### config.mk
export PLATFORM = sky130hd
export DESIGN_NAME = carry_bit_branch
export DESIGN_NICKNAME = d
export VERILOG_FILES = /design/src/include/bitbr_pkg.sv /design/src/logic/carry_bit_branch.sv /design/src/logic/return_stack.sv
export SDC_FILE = /design/constraint.sdc
export NUM_CORES = 1
export LEC_CHECK = 0
export CAP_MARGIN = 40
export CORE_MARGIN = 5
export CORE_UTILIZATION = 53
export CTS_CLUSTER_DIAMETER = 30
export DETAILED_ROUTE_END_ITERATION = 8
export DONT_BUFFER_PORTS = 1
export PLACE_DENSITY = 0.71
export SLEW_MARGIN = 20
export SYNTH_ARGS = -nofsm -noshare
export SYNTH_HDL_FRONTEND = slang
export SYNTH_SLANG_ARGS = --single-unit
### constraint.sdc
create_clock -name clk_i -period 4.35 [get_ports clk_i]
set_input_delay 0.435 -clock clk_i [delete_from_list [all_inputs] [get_ports clk_i]]
set_output_delay 0.435 -clock clk_i [all_outputs]
set_load 0.03 [all_outputs]
### src/include/bitbr_pkg.sv
// Package for the carry bit logic and branch evaluation block.
// Holds operation codes, condition codes, widths and register map.
package bitbr_pkg;

    // Operation codes from the decoder
    typedef enum logic [4:0] {
        OP_NONE = 5'h00,
        OP_CARRY_OR_BIT = 5'h01,
        OP_CARRY_OR_INVERTED_BIT = 5'h02,
        OP_CARRY_XOR_BIT = 5'h03,
        OP_CARRY_XOR_INVERTED_BIT = 5'h04,
        OP_BIT_TO_CARRY_LOAD = 5'h05,
        OP_INVERTED_BIT_TO_CARRY_LOAD = 5'h06,
        OP_CARRY_TO_BIT_STORE = 5'h07,
        OP_INVERTED_CARRY_TO_BIT_STORE = 5'h08,
        OP_COND_BRANCH = 5'h09,
        OP_UNCONDITIONAL_JUMP = 5'h0a,
        OP_RELATIVE_SUBROUTINE_CALL = 5'h0b,
        OP_ABSOLUTE_SUBROUTINE_CALL = 5'h0c,
        OP_SUBROUTINE_RETURN = 5'h0d
    } op_t;

    // Branch condition field encodings
    typedef enum logic [3:0] {
        CC_BRANCH_ALWAYS = 4'h0,
        CC_BRANCH_NEVER = 4'h1,
        CC_BRANCH_UNSIGNED_HIGHER = 4'h2,
        CC_BRANCH_LOWER_OR_SAME = 4'h3,
        CC_BRANCH_CARRY_CLEAR = 4'h4,
        CC_BRANCH_CARRY_SET = 4'h5,
        CC_BRANCH_NOT_EQUAL = 4'h6,
        CC_BRANCH_EQUAL = 4'h7,
        CC_BRANCH_OVERFLOW_CLEAR = 4'h8,
        CC_BRANCH_OVERFLOW_SET = 4'h9,
        CC_BRANCH_PLUS = 4'ha,
        CC_BRANCH_MINUS = 4'hb,
        CC_BRANCH_SIGNED_GE = 4'hc,
        CC_BRANCH_SIGNED_LT = 4'hd,
        CC_BRANCH_SIGNED_GT = 4'he,
        CC_BRANCH_SIGNED_LE = 4'hf
    } cond_t;

    // Widths
    localparam int ADDR_W = 24;
    localparam int DEPTH_W = 3;
    localparam logic [ADDR_W-1:0] PC_RESET = 24'h000000;
    localparam logic [7:0] DEPTH_MAX = 8'h08;

    // Wishbone register offsets (word index x4)
    localparam logic [3:0] REG_CTRL = 4'h0;
    localparam logic [3:0] REG_STATUS = 4'h4;
    localparam logic [3:0] REG_PC = 4'h8;
    localparam logic [3:0] REG_DEPTH = 4'hc;
    // Field positions
    localparam int CTRL_ENABLE_BIT = 0;
    localparam int STAT_C_BIT = 0;
    localparam int STAT_OVF_BIT = 1;
    localparam int STAT_UNF_BIT = 2;
    localparam int STAT_TAKEN_BIT = 3;

    // Instruction from the decoder
    typedef struct packed {
        op_t op;
        cond_t cond;
        logic [2:0] bit_imm;
        logic bit_from_reg;
        logic [7:0] bit_reg;
        logic [ADDR_W-1:0] target;
        logic [ADDR_W-1:0] next_pc;
    } instr_t;

    // Flags from the condition code register
    typedef struct packed {
        logic n;
        logic z;
        logic v;
        logic c;
    } flags_t;

endpackage

### src/logic/carry_bit_branch.sv
// Carry bit operations and branch, jump, call and return evaluation.
// Assumes decoder strobes one instruction at a time with operand byte,
// flags and target ready in the same cycle; results appear next cycle, a cycle later for a return from a non-empty stack.
//
// Chosen here: the placing of the registers and the Wishbone slave port.
`timescale 1ns/10ps
`default_nettype none

module carry_bit_branch
    import bitbr_pkg::*;
#(
    parameter int STACK_AW = DEPTH_W
) (
    // Clock and reset
    input wire logic clk_i,
    input wire logic rst_i,
    input wire logic ce_i,
    // Decoder side
    input wire logic exec_i,
    input wire instr_t instr_i,
    input wire flags_t flags_i,
    input wire logic [7:0] operand_i,
    // Results
    output logic carry_we_o,
    output logic carry_o,
    output logic byte_we_o,
    output logic [7:0] byte_o,
    output logic pc_we_o,
    output logic [ADDR_W-1:0] pc_o,
    output logic done_o,
    // Wishbone slave
    input wire logic cyc_i,
    input wire logic stb_i,
    input wire logic we_i,
    input wire logic [3:0] adr_i,
    input wire logic [3:0] sel_i,
    input wire logic [31:0] dat_i,
    output logic [31:0] dat_o,
    output logic ack_o
);

    // --------------------------------------------------------------
    // Operand bit selection
    // --------------------------------------------------------------
    logic inverted;
    logic [2:0] bit_no;
    logic sel_bit;
    logic c_in;
    logic [7:0] bit_mask;

    // Inverted variants always use the immediate field
    always_comb begin
        inverted = (instr_i.op == OP_CARRY_OR_INVERTED_BIT) ||
                   (instr_i.op == OP_CARRY_XOR_INVERTED_BIT) ||
                   (instr_i.op == OP_INVERTED_BIT_TO_CARRY_LOAD) ||
                   (instr_i.op == OP_INVERTED_CARRY_TO_BIT_STORE);
        if (instr_i.bit_from_reg && !inverted) begin
            bit_no = instr_i.bit_reg[2:0];
        end else begin
            bit_no = instr_i.bit_imm;
        end
        sel_bit = operand_i[bit_no];
        c_in = flags_i.c;
        bit_mask = 8'h01 << bit_no;
    end

    // --------------------------------------------------------------
    // Branch condition
    // --------------------------------------------------------------
    logic cond_true;
    logic nxv;

    always_comb begin
        nxv = flags_i.n ^ flags_i.v;
        unique case (instr_i.cond)
            CC_BRANCH_ALWAYS: cond_true = 1'b1;
            CC_BRANCH_NEVER: cond_true = 1'b0;
            CC_BRANCH_UNSIGNED_HIGHER:
                cond_true = !(flags_i.c | flags_i.z);
            CC_BRANCH_LOWER_OR_SAME:
                cond_true = flags_i.c | flags_i.z;
            CC_BRANCH_CARRY_CLEAR: cond_true = !flags_i.c;
            CC_BRANCH_CARRY_SET: cond_true = flags_i.c;
            CC_BRANCH_NOT_EQUAL: cond_true = !flags_i.z;
            CC_BRANCH_EQUAL: cond_true = flags_i.z;
            CC_BRANCH_OVERFLOW_CLEAR: cond_true = !flags_i.v;
            CC_BRANCH_OVERFLOW_SET: cond_true = flags_i.v;
            CC_BRANCH_PLUS: cond_true = !flags_i.n;
            CC_BRANCH_MINUS: cond_true = flags_i.n;
            CC_BRANCH_SIGNED_GE: cond_true = !nxv;
            CC_BRANCH_SIGNED_LT: cond_true = nxv;
            CC_BRANCH_SIGNED_GT: cond_true = !(flags_i.z | nxv);
            CC_BRANCH_SIGNED_LE: cond_true = flags_i.z | nxv;
        endcase
    end

    // --------------------------------------------------------------
    // Control register and return stack bookkeeping
    // --------------------------------------------------------------
    logic enable_reg;
    logic [STACK_AW:0] depth_reg;
    logic ovf_reg;
    logic unf_reg;
    logic taken_reg;
    logic go;
    logic is_call;
    logic is_ret;
    logic push;
    logic pop;
    logic [STACK_AW-1:0] top_idx;
    logic [ADDR_W-1:0] stack_rdata;
    logic ret_pend_reg;
    logic wb_wr;

    assign go = exec_i && enable_reg && !ret_pend_reg;
    assign is_call = (instr_i.op == OP_RELATIVE_SUBROUTINE_CALL) ||
                     (instr_i.op == OP_ABSOLUTE_SUBROUTINE_CALL);
    assign is_ret = instr_i.op == OP_SUBROUTINE_RETURN;
    assign push = go && is_call &&
                  (depth_reg != (STACK_AW+1)'(2**STACK_AW));
    assign pop = go && is_ret && (depth_reg != '0);
    assign top_idx = STACK_AW'(depth_reg - 1'b1);

    // Saved return addresses
    return_stack #(
        .WIDTH(ADDR_W),
        .AW(STACK_AW)
    ) u_stack (
        .clk_i(clk_i),
        .ce_i(ce_i),
        .we_i(push),
        .waddr_i(depth_reg[STACK_AW-1:0]),
        .wdata_i(instr_i.next_pc),
        .raddr_i(top_idx),
        .rdata_o(stack_rdata)
    );

    // Stack depth and error flags
    always_ff @(posedge clk_i) begin
        if (rst_i) begin
            depth_reg <= '0;
            ovf_reg <= 1'b0;
            unf_reg <= 1'b0;
        end else if (ce_i) begin
            if (push) begin
                depth_reg <= depth_reg + 1'b1;
            end else if (pop) begin
                depth_reg <= depth_reg - 1'b1;
            end
            if (go && is_call && !push) begin
                ovf_reg <= 1'b1;
            end else if (wb_wr && adr_i == REG_STATUS && sel_i[0] &&
                         dat_i[STAT_OVF_BIT]) begin
                ovf_reg <= 1'b0;
            end
            if (go && is_ret && !pop) begin
                unf_reg <= 1'b1;
            end else if (wb_wr && adr_i == REG_STATUS && sel_i[0] &&
                         dat_i[STAT_UNF_BIT]) begin
                unf_reg <= 1'b0;
            end
        end
    end

    // Return waits one cycle for the registered stack read
    always_ff @(posedge clk_i) begin
        if (rst_i) begin
            ret_pend_reg <= 1'b0;
        end else if (ce_i) begin
            ret_pend_reg <= pop;
        end
    end

    // --------------------------------------------------------------
    // Execution results
    // --------------------------------------------------------------
    logic last_c_reg;

    always_ff @(posedge clk_i) begin
        if (rst_i) begin
            carry_we_o <= 1'b0;
            carry_o <= 1'b0;
            byte_we_o <= 1'b0;
            byte_o <= 8'h00;
            pc_we_o <= 1'b0;
            pc_o <= PC_RESET;
            done_o <= 1'b0;
            taken_reg <= 1'b0;
            last_c_reg <= 1'b0;
        end else if (ce_i) begin
            carry_we_o <= 1'b0;
            byte_we_o <= 1'b0;
            pc_we_o <= 1'b0;
            done_o <= 1'b0;
            if (ret_pend_reg) begin
                pc_we_o <= 1'b1;
                pc_o <= stack_rdata;
                done_o <= 1'b1;
                taken_reg <= 1'b1;
            end else if (go) begin
                done_o <= !pop;
                unique case (instr_i.op)
                    OP_CARRY_OR_BIT: begin
                        carry_we_o <= 1'b1;
                        carry_o <= c_in | sel_bit;
                    end
                    OP_CARRY_OR_INVERTED_BIT: begin
                        carry_we_o <= 1'b1;
                        carry_o <= c_in | !sel_bit;
                    end
                    OP_CARRY_XOR_BIT: begin
                        carry_we_o <= 1'b1;
                        carry_o <= c_in ^ sel_bit;
                    end
                    OP_CARRY_XOR_INVERTED_BIT: begin
                        carry_we_o <= 1'b1;
                        carry_o <= c_in ^ !sel_bit;
                    end
                    OP_BIT_TO_CARRY_LOAD: begin
                        carry_we_o <= 1'b1;
                        carry_o <= sel_bit;
                    end
                    OP_INVERTED_BIT_TO_CARRY_LOAD: begin
                        carry_we_o <= 1'b1;
                        carry_o <= !sel_bit;
                    end
                    OP_CARRY_TO_BIT_STORE: begin
                        byte_we_o <= 1'b1;
                        byte_o <= c_in ? (operand_i | bit_mask)
                                       : (operand_i & ~bit_mask);
                    end
                    OP_INVERTED_CARRY_TO_BIT_STORE: begin
                        byte_we_o <= 1'b1;
                        byte_o <= c_in ? (operand_i & ~bit_mask)
                                       : (operand_i | bit_mask);
                    end
                    OP_COND_BRANCH: begin
                        pc_we_o <= 1'b1;
                        pc_o <= cond_true ? instr_i.target
                                          : instr_i.next_pc;
                        taken_reg <= cond_true;
                    end
                    OP_UNCONDITIONAL_JUMP: begin
                        pc_we_o <= 1'b1;
                        pc_o <= instr_i.target;
                        taken_reg <= 1'b1;
                    end
                    OP_RELATIVE_SUBROUTINE_CALL,
                    OP_ABSOLUTE_SUBROUTINE_CALL: begin
                        pc_we_o <= push;
                        pc_o <= instr_i.target;
                        taken_reg <= push;
                    end
                    default: begin
                        pc_we_o <= 1'b0;
                    end
                endcase
                last_c_reg <= c_in;
            end
        end
    end

    // --------------------------------------------------------------
    // Wishbone register slave
    // --------------------------------------------------------------
    // Write strobe, once per bus cycle

    assign wb_wr = cyc_i && stb_i && we_i && !ack_o;

    // Control register write
    always_ff @(posedge clk_i) begin
        if (rst_i) begin
            enable_reg <= 1'b1;
        end else if (ce_i && wb_wr && adr_i == REG_CTRL && sel_i[0]) begin
            enable_reg <= dat_i[CTRL_ENABLE_BIT];
        end
    end

    // One-cycle acknowledge and read mux
    always_ff @(posedge clk_i) begin
        if (rst_i) begin
            ack_o <= 1'b0;
            dat_o <= 32'h00000000;
        end else if (ce_i) begin
            ack_o <= cyc_i && stb_i && !ack_o;
            dat_o <= 32'h00000000;
            if (cyc_i && stb_i && !we_i && !ack_o) begin
                unique case (adr_i)
                    REG_CTRL: dat_o[CTRL_ENABLE_BIT] <= enable_reg;
                    REG_STATUS: begin
                        dat_o[STAT_C_BIT] <= last_c_reg;
                        dat_o[STAT_OVF_BIT] <= ovf_reg;
                        dat_o[STAT_UNF_BIT] <= unf_reg;
                        dat_o[STAT_TAKEN_BIT] <= taken_reg;
                    end
                    REG_PC: dat_o[ADDR_W-1:0] <= pc_o;
                    REG_DEPTH: dat_o[STACK_AW:0] <= depth_reg;
                    default: dat_o <= 32'h00000000;
                endcase
            end
        end
    end

endmodule

`default_nettype wire

### src/logic/return_stack.sv
// Small return-address stack memory with registered read data.
// Assumes one clock, no reset of the memory and a caller that checks depth.
`timescale 1ns/10ps
`default_nettype none

module return_stack #(
    parameter int WIDTH = 24,
    parameter int AW = 3
) (
    // Clock
    input wire logic clk_i,
    input wire logic ce_i,
    // Write port
    input wire logic we_i,
    input wire logic [AW-1:0] waddr_i,
    input wire logic [WIDTH-1:0] wdata_i,
    // Read port
    input wire logic [AW-1:0] raddr_i,
    output logic [WIDTH-1:0] rdata_o
);

    logic [WIDTH-1:0] mem_reg [2**AW];

    // Write and registered read
    always_ff @(posedge clk_i) begin
        if (ce_i) begin
            if (we_i) begin
                mem_reg[waddr_i] <= wdata_i;
            end
            rdata_o <= mem_reg[raddr_i];
        end
    end

endmodule

`default_nettype wire

* Word level (Yosys, flattened, before mapping)
Memory sizes are Yosys's and may differ from the RTL's. A register that Yosys moved wholly into a read port is not among the register bits.
Cells that the tools add are included.
** Word-level totals
- Register bits :: 80
- Bits in latches :: 0
- Bits in writable memories :: 192
- ROM bits :: 0
- Output and inout bits :: 70
- Logic and storage cells :: 167
- Memories kept :: 1
** Memories
- u_stack.mem_reg :: words 8, bits a word 24, rd ports 1, clocked after Yosys merged registers in 1, write ports 1, line return_stack.sv:22 : logic [WIDTH-1:0] mem_reg [2**AW];
** Cells by class
- Add/sub/neg operators :: 2
- Multiply operators :: 0
- Divide/modulo/power cells :: 0
- Magnitude comparators :: 1
- Equal/unequal tests :: 32
- Shifts and indexed selects :: 1
- Muxes and demuxes :: 39
- Bitwise operators :: 11
- Reductions and logical operators :: 64
** Operators by type and width (number)
- 24-bit 2-to-1 mux :: 4
- 24-bit one-hot mux with 2 select lines :: 1
- 4-bit == test, second input constant :: 10
- 5-bit by 4-bit == test with 1-bit output, second input constant :: 6
- 1-bit logical AND :: 22
- 4-bit by 3-bit == test with 1-bit output, second input constant :: 5
- 5-bit by 3-bit == test with 1-bit output, second input constant :: 4
- 1-bit 2-to-1 mux :: 20
- 20-bit 2-to-1 mux :: 1
- 8-bit 2-to-1 mux :: 2
- 1-bit one-hot mux with 16 select lines :: 1
- 8-bit one-hot mux with 2 select lines :: 1
- 1-bit zero test :: 14
- 5-bit by 2-bit == test with 1-bit output, second input constant :: 2
- 2-bit nonzero test :: 5
- 3-bit one-hot mux with 3 select lines :: 1
- 3-bit AND reduction :: 3
- 8-bit bitwise AND :: 1
- 4-bit by 2-bit == test with 1-bit output, second input constant :: 2
- 4-bit zero test :: 2
- 4-bit 2-to-1 mux :: 2
- 8-bit inverter :: 1
- 8-bit OR :: 1
- 4-bit AND reduction :: 2
- other kinds (24) :: 37

* Depth between registers and ports, before layout
- Word-level depth :: 12
- Mapped depth :: 10

* Modules after synthesis
A second synthesis with hierarchy kept.
** Unflattened totals
- Cell total of the unflattened synthesis :: 791
- Area total of the unflattened synthesis :: 12095.4 um^2
** Modules (own cells, without submodules)
- return_stack :: instances 1, cells an instance 314, area each 8052.7 um^2, seq. area each 6486.2 um^2
- carry_bit_branch :: instances 1, cells an instance 477, area each 4042.6 um^2, seq. area each 1441.4 um^2

* Worst setup path before layout
Ideal clock, no wire load.
- Kind :: reg-to-reg
- Start point :: reg depth_reg[0]
- End point :: mem u_stack.mem_reg[1][0] (enable)
- Arrival :: 3.980 ns
- Required time :: 3.915 ns
- Setup slack :: -0.065 ns
- Cell stages (with the launch flop) :: 9
- Buffers on the path :: 2
- Period minus slack after synthesis :: 4.415 ns
- Cell sequence :: dfxtp_1 -> clkbuf_1 -> clkbuf_1 -> inv_1 -> ha_1 -> and3b_1 -> a2111oi_4 -> nand3_1 -> nor3_1
** Between the ends
- Word-level cells in the longest chain between the ends :: 5
** Ends and longest elaborated chain
- start: declaration :: line carry_bit_branch.sv:101 : logic [STACK_AW:0] depth_reg;
- start signal: assignment :: line carry_bit_branch.sv:146 : depth_reg <= depth_reg + 1'b1;
- start signal: assignment :: line carry_bit_branch.sv:148 : depth_reg <= depth_reg - 1'b1;
- 4-bit inequality test :: line carry_bit_branch.sv:120 : (depth_reg != (STACK_AW+1)'(2**STACK_AW));
- 1-bit logical AND :: line carry_bit_branch.sv:119 : assign push = go && is_call &&
- 1-bit 2-to-1 mux :: line return_stack.sv:27 : if (we_i) begin
- 1-bit 2-to-1 mux :: line return_stack.sv:26 : if (ce_i) begin
- 1-bit 2-to-1 mux (implied by the code) :: line return_stack.sv:28 : mem_reg[waddr_i] <= wdata_i;
- end: declaration :: line return_stack.sv:22
Parallel ways exist; a longest one is shown, timed or not.

* Worst setup path after layout
- Start point :: reg depth_reg[1]
- End point :: mem u_stack.mem_reg[0][4] (enable)
The elaborated chain is that of the path after synthesis.

==> results.txt <==
The HPWL after detailed placement is 18.30 mm. The longest clock path from root to sink contains 3 buffers. The cell row count is 55. The final weighted congestion in routability-driven placement is 0.8743. The instance count of the mapped netlist came out at 827. VDD sags by at most 0.3051 mV. Of the total power, registers draw 42.0%. The global router's overall resource usage is between 20% and 30%. The path with the worst hold slack has its endpoint at u_stack.rdata_o[5]$_DFFE_PP_. Summed over all failing endpoints, the final setup total negative slack is 0 ns. The number of clock sinks came out at 288. The reg-to-reg endpoint is u_stack.mem_reg[0][4]$_DFFE_PP_. Among cell families on the critical path, the largest total delay comes from simple AND/OR/NAND/NOR gates. The number of buffers and inverters on the critical path is 2. Detailed routing inserted a total of ~7,600 vias. The core area is 0.02264 mm2.

The synthesized design contains about 290 register bits. The largest fanout on the critical path came out at 24. Summed over all layers, the routed wires come to 29.80 mm. The total non-filler cell area in the finished layout came out at 0.01454 mm2. The CTS H-tree depth came out at 2. The width of the die is 161.6 um.

The fraction of the yosys area taken by sequential cells came out at about two thirds. Combinational logic is responsible for 4.1% of the overall power. The number of CTS-inserted buffers came out at 49. The areal power density over the cells came out at 490.3 mW/mm2.

The worst setup path is captured at a register. The power share of the clock group is 53.9%. The first detailed-routing pass took 5 iterations. The worst register-to-register path begins at depth_reg[1]$_SDFFE_PP0P_. The number of antenna diodes in the final layout is 0. Multiplexer cells account for 14.75% of the synthesized area. In the routed layout, each cell is associated on average with a via count of 6.310. By area, the combinational part of the netlist is dominated by multiplexers. The worst-margin pin slew is 0.7453 ns. In this run the cell area of the synthesized design comes to around 0.012 mm2. The internal power contribution is 5.578 mW.

Setup violations remaining at the end of the flow were counted as 0. After synthesis, the mean cell area works out to 14.72 um2. The worst setup slack for register-to-register paths is 1.27 ns. Setup repair after global routing left no endpoint under its margin.

The area of placed instances is 0.01255 mm2. TritonCTS built the clock tree. Counting distinct cell types in the post-synthesis netlist gives 63. The die covers 0.02611 mm2. For this configuration, the core starts out at a cell density of between 50% and 60%.

Walking the worst path, the cells encountered are inv_1 -> ha_2 -> and3b_1 -> a2111oi_4 -> nand3_1 -> nor3_4 -> buf_4. The DRC violation count after routing is 0. Leaving out fill and tap cells, the most frequent cells in the layout are edfxtp_1 (216), nor2_1 (98), dfxtp_1 (70).

The post-route clock skew came out at 0.04335 ns. In the final routed layout, each cell accounts on average for 24.87 um. The number of maximum-capacitance constraint violations came out at 0.

The vertical die dimension is approximately 160 um. STA classifies the critical path startpoint as a register. STA puts the critical path data arrival time at 3.25 ns. The remaining max-slew budget at the tightest pin came out at 48.89%.

After clock tree synthesis, the clock-pin slew on the worst setup and hold paths is 0.05 ns. For the finished layout, the period the worst path requires is 3.083 ns. Entering global routing, the biggest net connects 77 pins.

The worst path required time is ~4.5 ns. Among all flip-flop cells after synthesis, the most frequent one is edfxtp_1. The number of cells traversed by the worst hold path is 0. The tree is rooted in a clkbuf_16. The total leakage power came out at between 4 and 5 nW. Buffers placed on the I/O ports in this run total 0. The largest incremental delay on the critical path came out at 0.62 ns. The initial DRC count is 604.

The run finished with clean final reports. Clock latency on the worst-skew pair, taken at its later pin, is ~0.55 ns. The global-route congestion overflow total came out at 0. In this run the worst hold path is classified as primary input to register. In this run the remaining antenna-violating nets after routing total 0. Net switching is 21.76% of the power. The count of cells along the worst register-to-register path came out at 7. The setup path with the least slack is of type register to register.

The final critical path takes up 70.88% of the cycle. The first-pass GRT wire length is 45.41 mm. Of the total synthesized cell area, the portion taken by AND, OR, NAND and NOR gates is 8.570%. The layout-stage area growth over the synthesis result is 19.44%. The post-route worst setup slack is between 1 and 1.5 ns. The total number of nets in the final design came out at between 1,000 and 1,500. The compound-cell area share of the yosys netlist is 8.128%. The top-level port count is 198. Of the cells placed in the final design, the portion with a size suffix greater than 1 is between 20% and 30%. The via count of the first global-routing pass came out at around 7,800.

The register with the most flip-flops in the layout has 192 of them. The max-slew violation count is 0. During synthesis, Yosys emitted a total of 0 warnings. The parity-gate share of the synthesized area counting xor and xnor cells is less than 1%.

The switching power total came out at 1.552 mW. The slowest stage of the critical path belongs to the cell dfxtp_1. The fraction of registers with async set/reset came out at 0%. The start point of the worst hold path is ce_i.

The achievable frequency came out at 324.3 MHz. The initial antenna violation count is 0. The buffers inserted during post-CTS setup optimization came out at 0. In this run, synthesis inferred 216 flip-flops with an integrated enable. After Yosys synthesis, full adders, half adders and majority gates account for less than 1% of the synthesized area. The number of hold violations in the final report is 0. The worst setup slack before clock tree synthesis came out at approximately 1.3 ns.

The library cell used most frequently in the layout, excluding fill and tap cells, is edfxtp_1.
-- cells by family after synthesis --
| group | after synthesis |
|---|---|
| AOI/OAI and AO/OA | 127 |
| muxes | 114 |
| other | 1 |
| buffers and inverters | 70 |
| DFF | 288 |
| xor gates and xnor gates | 7 |
| and+or+nand+nor | 218 |
| adders and majority gates | 2 |
-- area by class of cell --
class	count	area, um2
sequential	288	7935
fill	1566	8097
multi-input combinational	476	3999
clock inverter	32	376.6
timing repair buffer	50	533.0
tap	285	356.6
clock buffer	59	1314
inverter	8	30.03
-- what timing repair did --
item / CTS / global route
hold buffers: 26 / 0
endpoints found under the hold margin: 256 / 0
resized for setup: 0 / 0
-- power by group through the flow --
| stage | Combinational [mW] | Clock [mW] | Sequential, mW |
|---|---|---|---|
| finish | 0.291 | 3.84 | 3.00 |
| global route | 0.314 | 4.02 | 3.00 |
| CTS | 0.290 | 3.87 | 3.00 |
| detailed placement | 0.233 | 0 | 3.05 |
| global placement | 0.219 | 0 | 3.05 |
| floorplan | 0.208 | 0 | 3.05 |
-- worst max-delay path by stage --
| stage | from | end | slack (ns) | cells after the start |
|---|---|---|---|---|
| after global routing | depth_reg[1]$_SDFFE_PP0P_ | u_stack.mem_reg[1][4]$_DFFE_PP_ | 1.10 | 7 |
| after detailed placement | depth_reg[1]$_SDFFE_PP0P_ | u_stack.mem_reg[1][10]$_DFFE_PP_ | 1.35 | 7 |
| after floorplan | depth_reg[0]$_SDFFE_PP0P_ | u_stack.mem_reg[7][0]$_DFFE_PP_ | 0.57 | 8 |
| final | depth_reg[1]$_SDFFE_PP0P_ | u_stack.mem_reg[0][4]$_DFFE_PP_ | 1.27 | 7 |
| after global placement | depth_reg[1]$_SDFFE_PP0P_ | u_stack.mem_reg[1][14]$_DFFE_PP_ | 1.43 | 7 |
| after CTS | depth_reg[1]$_SDFFE_PP0P_ | u_stack.mem_reg[1][4]$_DFFE_PP_ | 1.29 | 7 |
-- per-stage QoR --
stage               cells  power (mW)  hold WS (ns)  util (%)
floorplan             834       3.255        0.4295         -
global placement     1076       3.271        0.4407     55.10
detailed placement   1080       3.285        0.4432     55.41
CTS                  1197       7.155      0.003178     64.12
global route         1198       7.333      0.005301     64.24
finish               1198       7.130       0.02790     64.24
-- routing by layer --
metal	vias to the layer above	track usage, %	routed length, um
li1	3316	-	-
met1	3817	29.60	11740
met2	372	37.43	14630
met3	54	5.894	2765
met4	0	6.243	670
met5	-	0	0
-- cells in the mapped netlist (10+ instances only) --
cell type / instances / share of area (%)
edfxtp_1: 216 / 53
nor2_1: 105 / 3.2
dfxtp_1: 72 / 12
mux4_2: 49 / 9.1
clkbuf_1: 37 / 1.1
mux2_2: 33 / 3.1
mux2i_1: 32 / 2.6
a21oi_1: 29 / 1.2
nand2b_1: 29 / 1.5
a22oi_1: 24 / 1.5
a32o_1: 23 / 1.9
nand2_1: 22 / 0.68
nor3_1: 11 / 0.45
nand3_1: 10 / 0.41
Power figures use the tool's default switching activity.
